$ cat config.mk
export PLATFORM = sky130hd
export DESIGN_NAME = charger_option_control_low_bits
export DESIGN_NICKNAME = d
export VERILOG_FILES = /design/src/charger_option_pkg.sv /design/src/charger_option_control_low_bits.sv
export VERILOG_INCLUDE_DIRS = /design/src
export SDC_FILE = /design/constraint.sdc
export NUM_CORES = 1
export LEC_CHECK = 0
export BUFFER_PORTS_ARGS = -buffer_cell sky130_fd_sc_hd__buf_2
export CORE_MARGIN = 4
export CORE_UTILIZATION = 36
export CTS_BUF_LIST = sky130_fd_sc_hd__clkbuf_8
export CTS_CLUSTER_SIZE = 8
export DETAILED_ROUTE_END_ITERATION = 10
export PLACE_DENSITY = 0.77
export SETUP_SLACK_MARGIN = 0.4
export SYNTH_ARGS = -nofsm -noshare
export SYNTH_HDL_FRONTEND = slang
export SYNTH_SLANG_ARGS = --single-unit
export TNS_END_PERCENT = 20
$ cat constraint.sdc
create_clock -name clock -period 0.8 [get_ports clock]
set_input_delay 0 -clock clock [delete_from_list [all_inputs] [get_ports clock]]
set_output_delay 0 -clock clock [all_outputs]
set_load 0.02 [all_outputs]
$ cat src/charger_option_consts.svh
// Purpose: offsets, field positions, reset values for the option word
// Assumes: word transfers of 16 bits at one command code
// Notes:   definitions only
`ifndef CHARGER_OPTION_CONSTS_SVH
`define CHARGER_OPTION_CONSTS_SVH

`define OPT_CMD_CODE        8'h12
`define OPT_DEPL_HI         12
`define OPT_DEPL_LO         11
`define OPT_FREQ_DIR        10
`define OPT_FREQ_EN         9
`define OPT_HS_FAULT_EN     8
`define OPT_LS_FAULT_SEL    7
`define OPT_LEARN           6
`define OPT_MON_SEL         5
`define OPT_ADAPTER_PRESENT 4
`define OPT_BOOST_EN        3
`define OPT_BOOST_ACTIVE    2
`define OPT_ADAPTER_OC_EN   1
`define OPT_CHG_INHIBIT     0
// writable low bits power up as 1_1001_0000_0010
`define OPT_RESET_LOW       13'h1902
`define OPT_WRITE_MASK      13'h1feb
`define CV_ZERO             16'h0000

`endif

$ cat src/charger_option_pkg.sv
// Purpose: types shared by the option word logic
// Assumes: nothing
// Notes:   depletion threshold codes and source path states (adapter, learn, boost)
package charger_option_pkg;

    typedef enum logic [1:0] {
        depl_59p19    = 2'b00,
        depl_reserved = 2'b01,
        depl_62p65    = 2'b10,
        depl_70p97    = 2'b11
    } depl_code_t;

    typedef enum logic [1:0] {
        path_adapter = 2'b00,
        path_learn   = 2'b01,
        path_boost   = 2'b10
    } path_state_t;

endpackage

$ cat src/charger_option_control_low_bits.sv
// Purpose: low thirteen bits of the charger option word
// Assumes: a word port decoded from the serial interface; analog
//          comparators deliver synchronous logic levels
// Notes:   bits 15:13 live elsewhere and read as zero here
`timescale 1ns/1ns
`include "charger_option_consts.svh"

module charger_option_control_low_bits (
    input  wire logic        clock,
    input  wire logic        rst,
    input  wire logic [7:0]  cmd_code,
    input  wire logic        word_write,
    input  wire logic [15:0] word_wdata,
    output logic      [15:0] word_rdata,
    input  wire logic [15:0] charge_voltage_setting,
    input  wire logic        adapter_detect_above,
    input  wire logic        battery_below_falling,
    input  wire logic        battery_above_release,
    input  wire logic        boost_demand,
    output logic [1:0]       depletion_threshold_sel,
    output logic             depletion_tripped,
    output logic             freq_shift_active,
    output logic             freq_shift_up,
    output logic             high_side_fault_comparator_en,
    output logic             low_side_fault_comparator_hi,
    output logic             boost_current_limit_hi,
    output logic             current_monitor_output_sel,
    output logic             adapter_overcurrent_comparator_en,
    output logic             charge_enable,
    output logic             battery_path_switch,
    output logic             adapter_path_switch,
    output logic             boost_active
);

    // stored writable bits, learn included
    logic [12:0] opt_r;
    logic [12:0] opt_nxt;
    // depletion comparator with hysteresis
    logic        depl_r;
    logic        depl_nxt;
    charger_option_pkg::path_state_t path_r;
    charger_option_pkg::path_state_t path_nxt;

    // decode of the host port
    wire         hit        = (cmd_code == `OPT_CMD_CODE);
    wire         wr_hit     = word_write && hit;
    wire         depl_on    = (charge_voltage_setting != `CV_ZERO);
    wire         learn_bit  = opt_r[`OPT_LEARN];
    wire         boost_ok   = opt_r[`OPT_BOOST_EN] && depl_on;
    // code 01 is not a valid setting; comparator takes no action on it
    wire         code_ok    = (opt_r[`OPT_DEPL_HI:`OPT_DEPL_LO]
                               != charger_option_pkg::depl_reserved);
    wire         depl_valid = depl_on && code_ok;
    wire         learn_done = (path_r == charger_option_pkg::path_learn)
                              && depl_r;

    // trip below falling edge, release above +340mV point or at once when depl_valid is low
    assign depl_nxt = !depl_valid ? 1'b0 :
                      battery_below_falling ? 1'b1 :
                      battery_above_release ? 1'b0 : depl_r;

    // host writes masked; hardware clear of learn wins over write of 1
    always_comb
    begin
        opt_nxt = opt_r;
        if (wr_hit)
            opt_nxt = (opt_r & ~`OPT_WRITE_MASK)
                      | (word_wdata[12:0] & `OPT_WRITE_MASK);
        if (learn_done)
            opt_nxt[`OPT_LEARN] = 1'b0;
    end

    // source selection between adapter, learn and boost
    always_comb
    begin
        path_nxt = path_r;
        unique case (path_r)
            charger_option_pkg::path_adapter:
            begin
                if (learn_bit && !depl_r)
                    path_nxt = charger_option_pkg::path_learn;
                else if (boost_ok && boost_demand && !depl_r)
                    path_nxt = charger_option_pkg::path_boost;
            end
            charger_option_pkg::path_learn:
            begin
                if (!learn_bit || depl_r)
                    path_nxt = charger_option_pkg::path_adapter;
            end
            charger_option_pkg::path_boost:
            begin
                if (depl_r || !boost_ok || !boost_demand)
                    path_nxt = charger_option_pkg::path_adapter;
                else if (learn_bit)
                    path_nxt = charger_option_pkg::path_learn;
            end
            default:
                path_nxt = charger_option_pkg::path_adapter;
        endcase
    end

    // state registers
    always_ff @(posedge clock or posedge rst)
    begin
        if (rst)
        begin
            opt_r  <= `OPT_RESET_LOW;
            depl_r <= 1'b0;
            path_r <= charger_option_pkg::path_adapter;
        end
        else
        begin
            opt_r  <= opt_nxt;
            depl_r <= depl_nxt;
            path_r <= path_nxt;
        end
    end

    // reset image of the stored bits, shared by the field output flops and charge_enable
    localparam logic [12:0] opt_rst = `OPT_RESET_LOW;

    // which source the next edge leaves in force
    wire        in_adapter = (path_nxt == charger_option_pkg::path_adapter);
    wire        in_learn   = (path_nxt == charger_option_pkg::path_learn);
    wire        in_boost   = (path_nxt == charger_option_pkg::path_boost);

    // read word: stored bits plus live status, top bits read zero
    wire [15:0] rdata_nxt  = {3'h0, opt_nxt[12:5],
                              adapter_detect_above,
                              opt_nxt[`OPT_BOOST_EN],
                              in_boost,
                              opt_nxt[`OPT_ADAPTER_OC_EN:`OPT_CHG_INHIBIT]};

    // boost limit and charging follow the source in force
    wire        limit_nxt  = opt_nxt[`OPT_LS_FAULT_SEL] && in_boost;
    wire        charge_nxt = !opt_nxt[`OPT_CHG_INHIBIT]
                             && in_adapter;

    // read word register
    always_ff @(posedge clock or posedge rst)
    begin
        if (rst)
        begin
            word_rdata <= 16'h0000;
        end
        else
        begin
            word_rdata <= rdata_nxt;
        end
    end

    // depletion threshold code to the comparator
    always_ff @(posedge clock or posedge rst)
    begin
        if (rst)
        begin
            depletion_threshold_sel <= opt_rst[`OPT_DEPL_HI:`OPT_DEPL_LO];
        end
        else
        begin
            depletion_threshold_sel <=
                opt_nxt[`OPT_DEPL_HI:`OPT_DEPL_LO];
        end
    end

    // comparator state as seen outside
    always_ff @(posedge clock or posedge rst)
    begin
        if (rst)
        begin
            depletion_tripped <= 1'h0;
        end
        else
        begin
            depletion_tripped <= depl_nxt;
        end
    end

    // frequency shift enable
    always_ff @(posedge clock or posedge rst)
    begin
        if (rst)
        begin
            freq_shift_active <= opt_rst[`OPT_FREQ_EN];
        end
        else
        begin
            freq_shift_active <= opt_nxt[`OPT_FREQ_EN];
        end
    end

    // frequency shift direction
    always_ff @(posedge clock or posedge rst)
    begin
        if (rst)
        begin
            freq_shift_up <= opt_rst[`OPT_FREQ_DIR];
        end
        else
        begin
            freq_shift_up <= opt_nxt[`OPT_FREQ_DIR];
        end
    end

    // high-side short-circuit comparator enable
    always_ff @(posedge clock or posedge rst)
    begin
        if (rst)
        begin
            high_side_fault_comparator_en <= opt_rst[`OPT_HS_FAULT_EN];
        end
        else
        begin
            high_side_fault_comparator_en <=
                opt_nxt[`OPT_HS_FAULT_EN];
        end
    end

    // low-side short-circuit threshold select
    always_ff @(posedge clock or posedge rst)
    begin
        if (rst)
        begin
            low_side_fault_comparator_hi <= opt_rst[`OPT_LS_FAULT_SEL];
        end
        else
        begin
            low_side_fault_comparator_hi <=
                opt_nxt[`OPT_LS_FAULT_SEL];
        end
    end

    // boost cycle-by-cycle limit select
    always_ff @(posedge clock or posedge rst)
    begin
        if (rst)
        begin
            boost_current_limit_hi <= 1'h0;
        end
        else
        begin
            boost_current_limit_hi <= limit_nxt;
        end
    end

    // current monitor source select
    always_ff @(posedge clock or posedge rst)
    begin
        if (rst)
        begin
            current_monitor_output_sel <= opt_rst[`OPT_MON_SEL];
        end
        else
        begin
            current_monitor_output_sel <= opt_nxt[`OPT_MON_SEL];
        end
    end

    // input overcurrent comparator enable
    always_ff @(posedge clock or posedge rst)
    begin
        if (rst)
        begin
            adapter_overcurrent_comparator_en <= opt_rst[`OPT_ADAPTER_OC_EN];
        end
        else
        begin
            adapter_overcurrent_comparator_en <=
                opt_nxt[`OPT_ADAPTER_OC_EN];
        end
    end

    // charging allowed only from the adapter with inhibit clear
    always_ff @(posedge clock or posedge rst)
    begin
        if (rst)
        begin
            charge_enable <= !opt_rst[`OPT_CHG_INHIBIT];
        end
        else
        begin
            charge_enable <= charge_nxt;
        end
    end

    // battery path closed in learn or boost
    always_ff @(posedge clock or posedge rst)
    begin
        if (rst)
        begin
            battery_path_switch <= 1'h0;
        end
        else
        begin
            battery_path_switch <= !in_adapter;
        end
    end

    // adapter path opened only in learn
    always_ff @(posedge clock or posedge rst)
    begin
        if (rst)
        begin
            adapter_path_switch <= 1'h1;
        end
        else
        begin
            adapter_path_switch <= !in_learn;
        end
    end

    // boost mode indication
    always_ff @(posedge clock or posedge rst)
    begin
        if (rst)
        begin
            boost_active <= 1'h0;
        end
        else
        begin
            boost_active <= in_boost;
        end
    end

endmodule // charger_option_control_low_bits

=== Word-level counts from Yosys, hierarchy flattened ===
Index checks and enable logic that the tools add are counted.
W data, S select, Z words.

* Register bits: 42
* Output and inout port bits: 30
* Logic and storage cells: 58

* Equality and inequality tests: 7
* Muxes and demuxes: 11
* Bitwise gates (word level): 1
* Reduce and logical (&&, ||, !) cells: 22

{| class="wikitable"
|+ Operators with widths
! operator !! number
|-
| $reduce_bool A16 Y1 || 1
|-
| $mux W13 || 1
|-
| $or A5 B13 Y13 || 1
|-
| $mux W2 || 5
|-
| $logic_and A1 B1 Y1 || 9
|-
| $eq A8 B5 Y1 const B || 1
|-
| $logic_not A1 Y1 || 7
|-
| $pmux W2 S3 || 1
|-
| $eq A2 B1 Y1 const B || 2
|-
| $eq A2 B2 Y1 const B || 2
|-
| $logic_not A2 Y1 || 2
|-
| $mux W1 || 4
|-
| $logic_or A1 B1 Y1 || 3
|-
| $ne A3 B3 Y1 const B || 1
|-
| $ne A2 B1 Y1 const B || 1
|}

=== Longest topological paths before layout ===
* Depth after elaboration: 9
* Mapped depth: 5

=== Least setup slack after synthesis ===
Ideal clock, no wire load.

* Path kind: input port to flip-flop
* Start: in cmd_code[6]
* End: reg charge_enable
* Library setup time: 0.075 ns
* Arrival time: 1.005 ns
* Required time: 0.725 ns
* Slack: -0.280 ns
* Cell stages on the path: 5
* Path through: nor4b_2 > nand4b_1 > buf_6 > mux2_4 > nor3b_2

* Word-level cells in the longest chain between the ends: 5

{| class="wikitable"
|+ Ends and longest elaborated chain
! item !! line !! text
|-
| start, declared || charger_option_control_low_bits.sv:11 || <nowiki>input wire logic [7:0] cmd_code,</nowiki>
|-
| $eq A8 B5 Y1 (no source line) || -- ||
|-
| $logic_and A1 B1 Y1 || charger_option_control_low_bits.sv:46 || <nowiki>wire wr_hit = word_write && hit;</nowiki>
|-
| $mux W13 || charger_option_control_low_bits.sv:66 || <nowiki>if (wr_hit)</nowiki>
|-
| named net opt_nxt[0] || charger_option_control_low_bits.sv:37 || <nowiki>logic [12:0] opt_nxt;</nowiki>
|-
| $logic_not A1 Y1 || charger_option_control_low_bits.sv:136 || <nowiki>wire charge_nxt = !opt_nxt[`OPT_CHG_INHIBIT]</nowiki>
|-
| $logic_and A1 B1 Y1 || charger_option_control_low_bits.sv:136 ||
|-
| named net charge_nxt || charger_option_control_low_bits.sv:136 ||
|-
| end signal, assigned || charger_option_control_low_bits.sv:278 || <nowiki>charge_enable <= !opt_rst[`OPT_CHG_INHIBIT];</nowiki>
|-
| end signal, assigned || charger_option_control_low_bits.sv:282 || <nowiki>charge_enable <= charge_nxt;</nowiki>
|-
| end, declared || charger_option_control_low_bits.sv:29 || <nowiki>output logic charge_enable,</nowiki>
|}

The timed path passes the listed nets, and every way through them passes these cells.
A chain may end at the register's enable or synchronous reset.

=== Final worst setup path ===
* Start: in cmd_code[6]
* End: reg word_rdata[1]

* Word-level cells in the longest chain between the ends: 3

{| class="wikitable"
|+ Ends and longest elaborated chain
! item !! line !! text
|-
| $eq A8 B5 Y1 (no source line) || -- ||
|-
| $logic_and A1 B1 Y1 || charger_option_control_low_bits.sv:46 ||
|-
| $mux W13 || charger_option_control_low_bits.sv:66 ||
|-
| named net opt_nxt[1] || charger_option_control_low_bits.sv:37 ||
|-
| end signal, assigned || charger_option_control_low_bits.sv:148 || <nowiki>word_rdata <= rdata_nxt;</nowiki>
|-
| end, declared || charger_option_control_low_bits.sv:14 || <nowiki>output logic [15:0] word_rdata,</nowiki>
|}

The timed path passes the listed nets, and every way through them passes these cells.

==> results.md <==
- Synth cell types: 25
- I/O pin total: 77
- DRC Markers: 0
- Chip Width: 60.24 um
- Row count: 18
- Worst-path clk slew: 0.08 ns
- Most frequent cell after synthesis: dfrtp_1
- Vias/cell: 4.720
- DR iter-0 viols: 36
- Initial antenna violation count: 0
- RSZ-0062 raised after global routing: yes
- Crit Path Class: input pin to register
- Net Sw Power: 0.6100 mW
- First-pass GRT wire length: 3698 um
- Fin. max-slew vios: 0
- Total track usage: 13.86%
- CP bufs+invs: 2
- R2R cell count: 3
- Largest net degree at the start of global routing: 25
- Hold slack: -0.2419 ns
- Antenna-violating nets left: 0
- CORE AREA: 2545 um^2
- Startpoint Class: input pin
- Wire length on met1: 864 um
- TritonCTS buffer count: 3
- Power density relative to cell area: 1741 nW/um^2
- Yosys Warn Count: 0
- Outcome: finished, violations left
- Post-Syn Area: 982.2 um^2
- Primary flip-flop cell chosen by synthesis mapping: dfrtp_1
- Drt pass-1 iters: 4
- Clk sinks: 24
- Sw Ratio: 21.95%
- DR WL met3: 276 um
- Post-synthesis sequential area ratio: 61.91%
- Pwr Total: 2.780 mW
- Worst hold path type: input pin to async pin
- Delay-heaviest family, CP: simple AND/OR/NAND/NOR gates
- Fin Clk Skew: 0.002862 ns
- Failing checks: negative hold slack, negative setup slack
- Clk_lat worst skew: 0.26 ns
- Setup crit end kind: register
- Max cap viols: 0
- Most frequent CP cell: buf_6
- Final hold violation count: 34
- Post-synth top cells: dfrtp_1, mux2_2, buf_4
- Die ar.: 3628 um^2
- Fin crit period: 0.9904 ns
- Clock Path Buffers: 2
- Share of cells above drive strength 1: 74.48%
- Largest stage delay, worst path: 0.30 ns
- Seq pwr share: 47.4%
- Setup Viol. Count Final: 42
- F_max: 1010 MHz
- Cell Int Power: 2.170 mW
- Crit path arrival time: 1.14 ns
- Vias in the first global route: 852
- CP cell instances: buf_6 -> nor4b_4 -> nand4b_1 -> buf_6 -> mux2_4
- Avg WL per Cell: 14.46 um
- IO Port Bufs: 68
- VDD IR-drop max: 1.156 mV
- Met2 wire length: 1373 um
- CP Data Required Time: 0.95 ns
- Initial Util: 38.59%
- Hpwl dp: 1899 um
- Max FO, Critical Path: 6
- Largest cells by area after synthesis: dfrtp_1, dfstp_2, mux2_2
- Die span in y: 60.24 um
- Global placer's final weighted congestion: 0.7199
- Total Wirelength: 2530 um
- Vias: 826
- Remaining Overflow, GRT: 0
- Syn avg cell area: 13.45 um^2
- Post-synth EDFFs: 0
- Placed Instances: 170
- Layout net count: 193
- Asr flop ratio synth: 100.0%
- R2R Path Start: path_r[0]
- Setup ws final: -0.1904 ns
- Reg-to-reg slack, setup: -0.18 ns
- Yosys top cell area share: 45.86%
- Root Buffer: clkbuf_8
- Register bit total from synthesis: 24
- Clock power frac: 37.2%
- CTS tree: yes
- Logic pwr share: 15.4%
- Reg2reg end: boost_current_limit_hi
- Synth-to-Final Area Change: 62.55%
- Non-Filler Instances: 175
- Lkg Pwr: 0.8511 nW
- Slowest CP cell: mux2_4
- Crit share post-route: 123.8%
- Depth of the CTS H-tree: 1
- Utilization after layout: 62.73%
- Antenna fix cells: 0
- Synth area leader: dfrtp_1
- Cells after Synth: 73
- Top layer in use: met4
[cell usage in the layout (no fill, tap or decap), types with 2 or more instances in the layout]
| master | netlist | layout |
|---|---|---|
| inv_1 | 3 | 2 |
| conb_1 | 1 | 3 |
| dfrtp_2 | 0 | 4 |
| mux2_2 | 9 | 8 |
| dfstp_2 | 6 | 6 |
| nor4_1 | 4 | 4 |
| buf_4 | 8 | 3 |
| buf_6 | 1 | 21 |
| nand2_2 | 0 | 2 |
| buf_2 | 0 | 51 |
| dfrtp_1 | 18 | 14 |
| clkbuf_8 | 0 | 3 |
| mux2_4 | 1 | 2 |
| nor3b_2 | 1 | 2 |
| nor2_1 | 4 | 4 |
[final cells by class]
type / count / area (um^2)
fillers: 214 / 948.4
flip-flops and latches: 24 / 613.1
repair buffers: 75 / 514.2
multi-input cells: 39 / 349.1
clock buffers: 3 / 41.29
well taps: 30 / 37.54
clock inverters: 1 / 30.03
inverters: 3 / 11.26
[kinds of logic after synthesis]
logic type / after synthesis / share of synthesized area [%]
other: 1 / 0.3818
muxes: 11 / 12.87
DFF: 24 / 61.91
AOI/OAI and AO/OA: 5 / 3.567
buffers and inverters: 12 / 8.408
and+or+nand+nor: 20 / 12.87
[power groups by stage]
stage          Combinational (mW)  Sequential [mW]  Clock (mW)
3_3_place_gp                0.354             1.33           0
4_1_cts                     0.415             1.31        1.06
5_1_grt                     0.459             1.32        1.15
6_report                    0.428             1.32        1.03
3_5_place_dp                0.362             1.33           0
2_1_floorplan               0.133             1.39           0
[registers in the layout, indices dropped and copies added, names as in the netlist]
name	count
boost_current_limit_hi	1
word_rdata	13
battery_path_switch	1
opt_r	3
path_r	2
adapter_path_switch	1
depletion_threshold_sel	1
charge_enable	1
depletion_tripped	1
[worst reg2reg max path, cell delays in order, from the launching register on]
cell	delay, ns
dfrtp_1	0.43
nor3_4	0.20
nand2_2	0.11
nor3b_2	0.17
[layer usage]
| layer | up-vias | GRT usage, % |
|---|---|---|
| met4 | 0 | 4.747 |
| li1 | 387 | - |
| met3 | 2 | 3.240 |
| met5 | - | 0 |
| met2 | 43 | 24.85 |
| met1 | 394 | 15.95 |
[repair_timing]
item                                   CTS  global route
setup endpoints to repair               50            50
buffers inserted                         1             0
resized for setup                       34             9
endpoints found under the hold margin   34            35
pin swaps                                2             1
[worst max path at each step]
stage	depth (start not counted)	from	endpoint	slack, ns
global placement	5	cmd_code[6]	word_rdata[1]	-0.44
global route	3	depletion_tripped	boost_current_limit_hi	-0.23
floorplan	5	cmd_code[6]	charge_enable	-0.28
detailed placement	5	cmd_code[6]	word_rdata[1]	-0.48
finish	5	cmd_code[6]	word_rdata[1]	-0.19
CTS	5	cmd_code[6]	word_rdata[1]	-0.20
[stage by stage]
step / TNS, ns / instance area [um^2] / hold WS, ns / setup WS (ns)
global route: -6.146 / 1597 / -0.2136 / -0.2260
CTS: -4.570 / 1562 / -0.2313 / -0.1963
floorplan: -2.928 / 1017 / 0.009965 / -0.2773
detailed placement: -8.172 / 1369 / 0.06138 / -0.4756
global placement: -7.477 / 1369 / 0.04853 / -0.4398
finish: -4.358 / 1597 / -0.2419 / -0.1904
(Power assumes the default switching activity.)
